### config.mk
export PLATFORM = sky130hd
export DESIGN_NAME = rsc_controller
export DESIGN_NICKNAME = d
export VERILOG_FILES = /design/src/rsc_pin_sync.sv /design/src/rsc_controller.sv
export SDC_FILE = /design/constraint.sdc
export NUM_CORES = 1
export LEC_CHECK = 0
export ABC_AREA = 0
export BUFFER_PORTS_ARGS = -buffer_cell sky130_fd_sc_hd__buf_2
export CAP_MARGIN = 20
export CORE_ASPECT_RATIO = 0.75
export CORE_MARGIN = 3
export CORE_UTILIZATION = 52
export DETAILED_ROUTE_END_ITERATION = 8
export PLACE_DENSITY = 0.78
export SYNTH_ARGS = -nofsm -noshare
export SYNTH_HDL_FRONTEND = slang
export SYNTH_HIERARCHICAL = 1
export SYNTH_SLANG_ARGS = --single-unit
### constraint.sdc
create_clock -name ref_clk -period 2.4 [get_ports ref_clk]
set_input_delay 0.48 -clock ref_clk [delete_from_list [all_inputs] [get_ports ref_clk]]
set_output_delay 0.48 -clock ref_clk [all_outputs]
set_load 0.005 [all_outputs]
### src/rsc_pin_sync.sv
// Constants package and pin synchroniser for the radio state controller
// ----------------------------------------------------------------------
// Summary of operation
// - Main controller selects transmit or receive mode
// - Power-down pin alone switches module on/off
// - No supply in shutdown; config defaults on exit
// - Shutdown tri-states SPI and all GPIO pins
// - Leaving shutdown enters READY with crystal reference
// - READY goes to LOCK, then TX or RX
// - RX and TX swap only through LOCK
// - One TX/RX command sequences through LOCK
// - After activity return READY, then SLEEP
// - READY to STANDBY, contents retained
// - State machine driven by host commands
// ----------------------------------------------------------------------
`timescale 1ns/1ps
`default_nettype none

package rsc_pkg;
	localparam int GPIO_COUNT = 4;
	localparam int CMD_WIDTH = 3;
	localparam logic [2:0] CMD_NOP = 3'h0;
	localparam logic [2:0] CMD_READY = 3'h1;
	localparam logic [2:0] CMD_LOCK = 3'h2;
	localparam logic [2:0] CMD_TX = 3'h3;
	localparam logic [2:0] CMD_RX = 3'h4;
	localparam logic [2:0] CMD_SLEEP = 3'h5;
	localparam logic [2:0] CMD_STANDBY = 3'h6;
	localparam int CLK_PERIOD_NS = 100;
	localparam int LOCK_SETTLE_NS = 1000;
	localparam int LOCK_CYCLES = (LOCK_SETTLE_NS + CLK_PERIOD_NS - 1) / CLK_PERIOD_NS;
	localparam logic SYNC_RESET_LEVEL = 1'b1;
	typedef enum logic [2:0] {
		RSC_SHUTDOWN,
		RSC_READY,
		RSC_LOCK,
		RSC_TX,
		RSC_RX,
		RSC_SLEEP,
		RSC_STANDBY
	} rsc_state_t;
endpackage

module rsc_pin_sync (
	input wire logic ref_clk,
	input wire logic srst,
	input wire logic pin_in,
	output logic level_out
);
	import rsc_pkg::*;

	logic [2:0] stage_reg;
	logic [2:0] stage_next;
	logic level_reg;
	logic level_next;

	// Change accepted only once second and third stages agree
	always_comb begin
		stage_next = {stage_reg[1:0], pin_in};
		level_next = level_reg;
		if (stage_reg[1] == stage_reg[2]) begin
			level_next = stage_reg[2];
		end
	end

	always_ff @(posedge ref_clk) begin
		if (srst) begin
			stage_reg <= {3{SYNC_RESET_LEVEL}};
			level_reg <= SYNC_RESET_LEVEL;
		end else begin
			stage_reg <= stage_next;
			level_reg <= level_next;
		end
	end

	assign level_out = level_reg;
endmodule // rsc_pin_sync

`default_nettype wire

### src/rsc_controller.sv
// Radio operating-state controller
`default_nettype none
`timescale 1ns/1ps

module rsc_controller #(
	parameter int LOCK_CYCLES = rsc_pkg::LOCK_CYCLES
) (
	input wire logic ref_clk,
	input wire logic srst,
	input wire logic power_down_pin,
	input wire logic cmd_valid,
	input wire logic [rsc_pkg::CMD_WIDTH-1:0] cmd_code,
	input wire logic activity_done,
	input wire logic spi_miso_data,
	input wire logic spi_miso_drive,
	input wire logic [rsc_pkg::GPIO_COUNT-1:0] gpio_data,
	input wire logic [rsc_pkg::GPIO_COUNT-1:0] gpio_drive,
	output var rsc_pkg::rsc_state_t state,
	output logic tx_enable,
	output logic rx_enable,
	output logic lo_enable,
	output logic crystal_reference_enable,
	output logic supply_on,
	output logic config_reset,
	output logic cmd_rejected,
	output logic spi_miso_out,
	output logic spi_miso_oe,
	output logic [rsc_pkg::GPIO_COUNT-1:0] gpio_out,
	output logic [rsc_pkg::GPIO_COUNT-1:0] gpio_oe
);
	import rsc_pkg::*;

	localparam int CNT_W = $clog2(LOCK_CYCLES + 1);
	localparam logic [CNT_W-1:0] LOCK_LAST = CNT_W'(LOCK_CYCLES - 1);

	// ------------------------------------------------------------
	// Power-down pin synchroniser
	// ------------------------------------------------------------
	logic pd_level;

	rsc_pin_sync u_pd_sync (
		.ref_clk(ref_clk),
		.srst(srst),
		.pin_in(power_down_pin),
		.level_out(pd_level)
	);

	// ------------------------------------------------------------
	// Operating-state machine
	// ------------------------------------------------------------
	rsc_state_t state_reg;
	rsc_state_t state_next;
	rsc_state_t target_reg;
	rsc_state_t target_next;
	logic [CNT_W-1:0] settle_reg;
	logic [CNT_W-1:0] settle_next;
	logic reject_reg;
	logic reject_next;
	logic cfg_reset_reg;
	logic cfg_reset_next;
	logic settled;

	assign settled = (settle_reg == LOCK_LAST);

	always_comb begin
		state_next = state_reg;
		target_next = target_reg;
		settle_next = settle_reg;
		reject_next = 1'b0;
		cfg_reset_next = 1'b0;
		if (pd_level) begin
			// Pin wins over any command; nothing survives shutdown
			state_next = RSC_SHUTDOWN;
			target_next = RSC_LOCK;
			settle_next = '0;
		end else begin
			case (state_reg)
				RSC_SHUTDOWN: begin
					state_next = RSC_READY;
					cfg_reset_next = 1'b1;
				end
				RSC_READY: begin
					if (cmd_valid) begin
						case (cmd_code)
							CMD_LOCK: begin
								state_next = RSC_LOCK;
								target_next = RSC_LOCK;
							end
							CMD_TX: begin
								state_next = RSC_LOCK;
								target_next = RSC_TX;
							end
							CMD_RX: begin
								state_next = RSC_LOCK;
								target_next = RSC_RX;
							end
							CMD_SLEEP: state_next = RSC_SLEEP;
							CMD_STANDBY: state_next = RSC_STANDBY;
							CMD_NOP, CMD_READY: reject_next = 1'b0;
							default: reject_next = 1'b1;
						endcase
					end
					settle_next = '0;
				end
				RSC_LOCK: begin
					if (!settled) begin
						settle_next = settle_reg + CNT_W'(1);
					end
					if (cmd_valid) begin
						case (cmd_code)
							CMD_TX: target_next = RSC_TX;
							CMD_RX: target_next = RSC_RX;
							CMD_LOCK: target_next = RSC_LOCK;
							CMD_READY: state_next = RSC_READY;
							CMD_NOP: reject_next = 1'b0;
							default: reject_next = 1'b1;
						endcase
					end else if (settled && target_reg != RSC_LOCK) begin
						// Synthesiser must settle before the radio is keyed
						state_next = target_reg;
					end
				end
				RSC_TX, RSC_RX: begin
					// Counter restarts so a swap waits the full settle time
					settle_next = '0;
					if (cmd_valid) begin
						case (cmd_code)
							CMD_READY: state_next = RSC_READY;
							CMD_LOCK: begin
								state_next = RSC_LOCK;
								target_next = RSC_LOCK;
							end
							CMD_TX, CMD_RX: begin
								if ((cmd_code == CMD_TX) != (state_reg == RSC_TX)) begin
									// Direction swap re-enters lock; LO stays up
									state_next = RSC_LOCK;
									target_next = (cmd_code == CMD_TX) ? RSC_TX : RSC_RX;
								end
							end
							CMD_NOP: reject_next = 1'b0;
							default: reject_next = 1'b1;
						endcase
					end else if (activity_done) begin
						state_next = RSC_READY;
					end
				end
				RSC_SLEEP, RSC_STANDBY: begin
					if (cmd_valid) begin
						if (cmd_code == CMD_READY) begin
							state_next = RSC_READY;
						end else if (cmd_code != CMD_NOP) begin
							reject_next = 1'b1;
						end
					end
				end
				default: state_next = RSC_SHUTDOWN;
			endcase
		end
	end

	always_ff @(posedge ref_clk) begin
		if (srst) begin
			state_reg <= RSC_SHUTDOWN;
			target_reg <= RSC_LOCK;
			settle_reg <= '0;
			reject_reg <= 1'b0;
			cfg_reset_reg <= 1'b0;
		end else begin
			state_reg <= state_next;
			target_reg <= target_next;
			settle_reg <= settle_next;
			reject_reg <= reject_next;
			cfg_reset_reg <= cfg_reset_next;
		end
	end

	// ------------------------------------------------------------
	// Mode enables, registered from the next state
	// ------------------------------------------------------------
	logic tx_en_reg;
	logic tx_en_next;
	logic rx_en_reg;
	logic rx_en_next;
	logic lo_en_reg;
	logic lo_en_next;
	logic xo_en_reg;
	logic xo_en_next;
	logic supply_reg;
	logic supply_next;

	always_comb begin
		tx_en_next = (state_next == RSC_TX);
		rx_en_next = (state_next == RSC_RX);
		lo_en_next = (state_next == RSC_LOCK) || tx_en_next || rx_en_next;
		// Sleep and standby drop the reference to save current
		xo_en_next = lo_en_next || (state_next == RSC_READY);
		// Standby keeps supply so FIFO and registers are retained
		supply_next = (state_next != RSC_SHUTDOWN);
	end

	always_ff @(posedge ref_clk) begin
		if (srst) begin
			tx_en_reg <= 1'b0;
			rx_en_reg <= 1'b0;
			lo_en_reg <= 1'b0;
			xo_en_reg <= 1'b0;
			supply_reg <= 1'b0;
		end else begin
			tx_en_reg <= tx_en_next;
			rx_en_reg <= rx_en_next;
			lo_en_reg <= lo_en_next;
			xo_en_reg <= xo_en_next;
			supply_reg <= supply_next;
		end
	end

	// ------------------------------------------------------------
	// Pin drivers, all released during shutdown
	// ------------------------------------------------------------
	logic miso_reg;
	logic miso_next;
	logic miso_oe_reg;
	logic miso_oe_next;
	logic [GPIO_COUNT-1:0] gpio_reg;
	logic [GPIO_COUNT-1:0] gpio_next;
	logic [GPIO_COUNT-1:0] gpio_oe_reg;
	logic [GPIO_COUNT-1:0] gpio_oe_next;

	always_comb begin
		miso_next = spi_miso_data;
		miso_oe_next = spi_miso_drive && supply_next;
	end

	genvar gi;
	generate
		for (gi = 0; gi < GPIO_COUNT; gi++) begin : g_gpio
			always_comb begin
				gpio_next[gi] = gpio_data[gi];
				gpio_oe_next[gi] = gpio_drive[gi] && supply_next;
			end
		end
	endgenerate

	always_ff @(posedge ref_clk) begin
		if (srst) begin
			miso_reg <= 1'b0;
			miso_oe_reg <= 1'b0;
			gpio_reg <= '0;
			gpio_oe_reg <= '0;
		end else begin
			miso_reg <= miso_next;
			miso_oe_reg <= miso_oe_next;
			gpio_reg <= gpio_next;
			gpio_oe_reg <= gpio_oe_next;
		end
	end

	assign state = state_reg;
	assign tx_enable = tx_en_reg;
	assign rx_enable = rx_en_reg;
	assign lo_enable = lo_en_reg;
	assign crystal_reference_enable = xo_en_reg;
	assign supply_on = supply_reg;
	assign config_reset = cfg_reset_reg;
	assign cmd_rejected = reject_reg;
	assign spi_miso_out = miso_reg;
	assign spi_miso_oe = miso_oe_reg;
	assign gpio_out = gpio_reg;
	assign gpio_oe = gpio_oe_reg;
endmodule // rsc_controller

`default_nettype wire

==> summary.txt <==
Setup path
  – Slowest CP cell: dfxtp_1
  – Worst r2r src: state[1]$_SDFF_PP0_
  – CP Capture Type: register
  – Worst-path fanout max: 11
  – CP Launch Type: register
  – Worst Path Arrival: roughly 2300 ps
  – Critical Path Max Stage Delay: 430 ps
  – Worst endpoint required time: 2560 ps
  – FF-to-FF path depth: 6
  – Crit Path Class: reg -> reg
  – Flop2flop setup slack: 300 ps
  – Reg2reg end: crystal_reference_enable$_SDFF_PP0_
  – Crit path cell chain: buf_4 > nor2b_1 > o221ai_1 > o221ai_2 > nor3_4 > mux2_4

Route
  – DRC: 0
  – Drt via density: 5.68
  – Drt pass-1 iters: 4
  – Via count: between 1,000 and 1,500
  – WL/cell: 14.5 µm
  – Initial DRC Count: 220
  – WL final: 3.62 mm
  – Antenna viol nets, final: 0

Placed design
  – Dpl ws: 224 ps
  – Dpl hpwl: roughly 2.7 mm
  – IO Port Bufs: 37
  – GP Congestion: around 0.96

Synth
  – EDFF count, synth: 0
  – Async SR Flop Fraction: 0
  – Netlist cell types: between 50 and 60
  – Synth top area share: 0.404
  – Mapped Area: ~1500 µm²
  – Top-count cell post-synth: dfxtp_1
  – Yosys warns: 6
  – Post-synthesis sequential area ratio: 0.404
  – Synth area leader: dfxtp_1
  – Syn Area/Cell: ~8.9 µm²
  – Cell count after synthesis: 173
  – #FFs+latches synth: 31
  – Most used DFF post-synth: dfxtp_1
  – Largest cells by area after synthesis: dfxtp_1 40%, a21oi_1 4.6%, nand2_1 4.4%, nor2_1 3.7%, nor2b_1 3.3%
  – Commonest cells post-synth: 31 x dfxtp_1, 18 x nand2_1, 15 x nor2_1
  – Net Count, Synth: 193

Clock tree
  – Clock Path Buffers: 2
  – Clock-pin slew on the worst setup and hold paths: 60 ps
  – Post-CTS Repair Setup Buffers: 0
  – Clock Latency Late Sink: ~270 ps
  – Post-CTS Hold Fix Bufs: 0
  – TritonCTS Buffers: 5
  – Sink Count: 31
  – CTS tree: yes
  – H-tree levels: 2
  – Post-cts sizing count: 0
  – Clock root buffer: clkbuf_8

Layout
  – Share of cells above drive strength 1: 0.290
  – Fin nets: around 230
  – Fill cell count: 237
  – Layout area overhead: 19.1%
  – Antenna cells: 0

STA
  – TNS Setup: 0 ps
  – RSZ-0062 raised after global routing: no
  – Slew @ Worst Pin: 480 ps
  – Tmin final: 2100 ps
  – Final count of negative-setup-slack endpoints: 0
  – Final slew viol count: 0
  – Tcrit/Tclk final: 0.873
  – Clock Skew: 4.12 ps
  – Peak Freq: ~480 MHz
  – Slew HR: 0.679
  – Hold Vio Cnt, Final: 0
  – Fin worst setup slack: around 300 ps

Min path
  – Hold_sp: power_down_pin
  – Hold path endpoint: u_pd_sync/stage_reg[0]$_SDFF_PP1_
  – Worst Hold Class: in -> reg
  – Hold Path Cell Cnt: 2

Global routing
  – Gr usage total: 0.213
  – First-pass GRT wire length: approximately 5.7 mm
  – Vias in the first global route: around 1,300
  – Largest net degree at the start of global routing: 15
  – Initial antenna violation count: 0
  – Congestion Overflow GR: 0

Floorplanning
  – Io pins: 38
  – Initial Util: 0.568
  – Row cnt: 16
  – Die area: 3650 µm²
  – Die height: 53.1 µm
  – Die X: 68.7 µm
  – CORE AREA: between 2000 and 3000 µm²

Status
  – Status: finished clean

Pwr
  – Pwr Density: around 530 nW/µm²
  – Peak VDD IR: 0.385 mV
  – Static leakage: between 0.7 and 0.8 nW

Run
  – Max Cap Violations: 0
-- worst max-delay path: cells and delay by family (launching register included) --
family          cells  cell delay (ps)
simple gates        2              540
flops               1              430
mux                 1              330
buf+inv             1              220
compound gates      2              460
-- stage by stage --
stage,std cells,hold WS (ps),utilization,instance area [µm²],power (mW)
5_1_grt,250,381,0.676,1830,1.01
3_5_place_dp,242,394,0.645,1740,0.595
2_1_floorplan,173,385,-,1540,0.573
4_1_cts,250,375,0.676,1830,0.982
3_3_place_gp,242,390,0.645,1740,0.592
6_report,250,378,0.676,1830,0.973
-- worst max path at each step --
stage                        startpoint                                  end  depth (start not counted)  slack, ps
floorplan                   cmd_code[2]  crystal_reference_enable$_SDFF_PP0_                          6        530
global placement              cmd_valid  crystal_reference_enable$_SDFF_PP0_                          6        320
detailed placement          cmd_code[1]  crystal_reference_enable$_SDFF_PP0_                          6        220
CTS                 state[1]$_SDFF_PP0_  crystal_reference_enable$_SDFF_PP0_                          6        330
global route        state[1]$_SDFF_PP0_  crystal_reference_enable$_SDFF_PP0_                          6        210
finish              state[1]$_SDFF_PP0_  crystal_reference_enable$_SDFF_PP0_                          6        300
-- routing by layer --
metal	track usage	share of wire
met3	0.0679	0.093
met1	0.285	0.45
met4	0.0874	0.015
met2	0.312	0.44
met5	0	0
-- layout by cell type, fill, tap and decap left out, types with 2 or more instances in the layout --
cell type / n
o21ai_0: 4
and3_1: 2
o211ai_1: 3
nand4_1: 2
nor3_1: 3
or2_1: 3
buf_2: 37
a31oi_1: 2
xor2_1: 3
or2_2: 2
nor2b_1: 8
a311oi_1: 3
nand3b_1: 2
o21ai_1: 2
nand2_1: 18
nor4_1: 2
ha_1: 2
o221ai_1: 2
nand4bb_1: 2
nand3_1: 2
dfxtp_1: 31
and2_1: 2
inv_1: 6
a21oi_1: 14
nor2_1: 15
clkbuf_8: 5
o21a_1: 2
buf_4: 7
-- area by class of cell --
cell class / instances / area, µm² / share of cell area
Clock buffer: 6 / 72.6 / 0.0397
Clock inverter: 2 / 12.5 / 0.00684
Inverter: 6 / 22.5 / 0.0123
Multi-Input combinational cell: 125 / 817 / 0.447
Sequential cell: 31 / 621 / 0.339
Tap cell: 36 / 45.0 / 0.0246
Timing Repair Buffer: 44 / 238 / 0.130
-- report_power, final --
part           leakage (nW)  internal (mW)  switching [mW]  total (mW)
logic                 0.505         0.0279          0.0329      0.0609
clock network        0.0412          0.202           0.187       0.390
registers             0.252          0.521         0.00169       0.523
total                 0.797          0.751           0.222       0.973
-- logic make-up after synthesis --
logic type,synth area share
and+or+nand+nor,0.267
AOI/OAI and AO/OA,0.216
DFF,0.404
buffers and inverters,0.0636
xor gates and xnor gates,0.0171
muxes,0.0163
adders and majority gates,0.0163
Power figures use the tool's default switching activity.
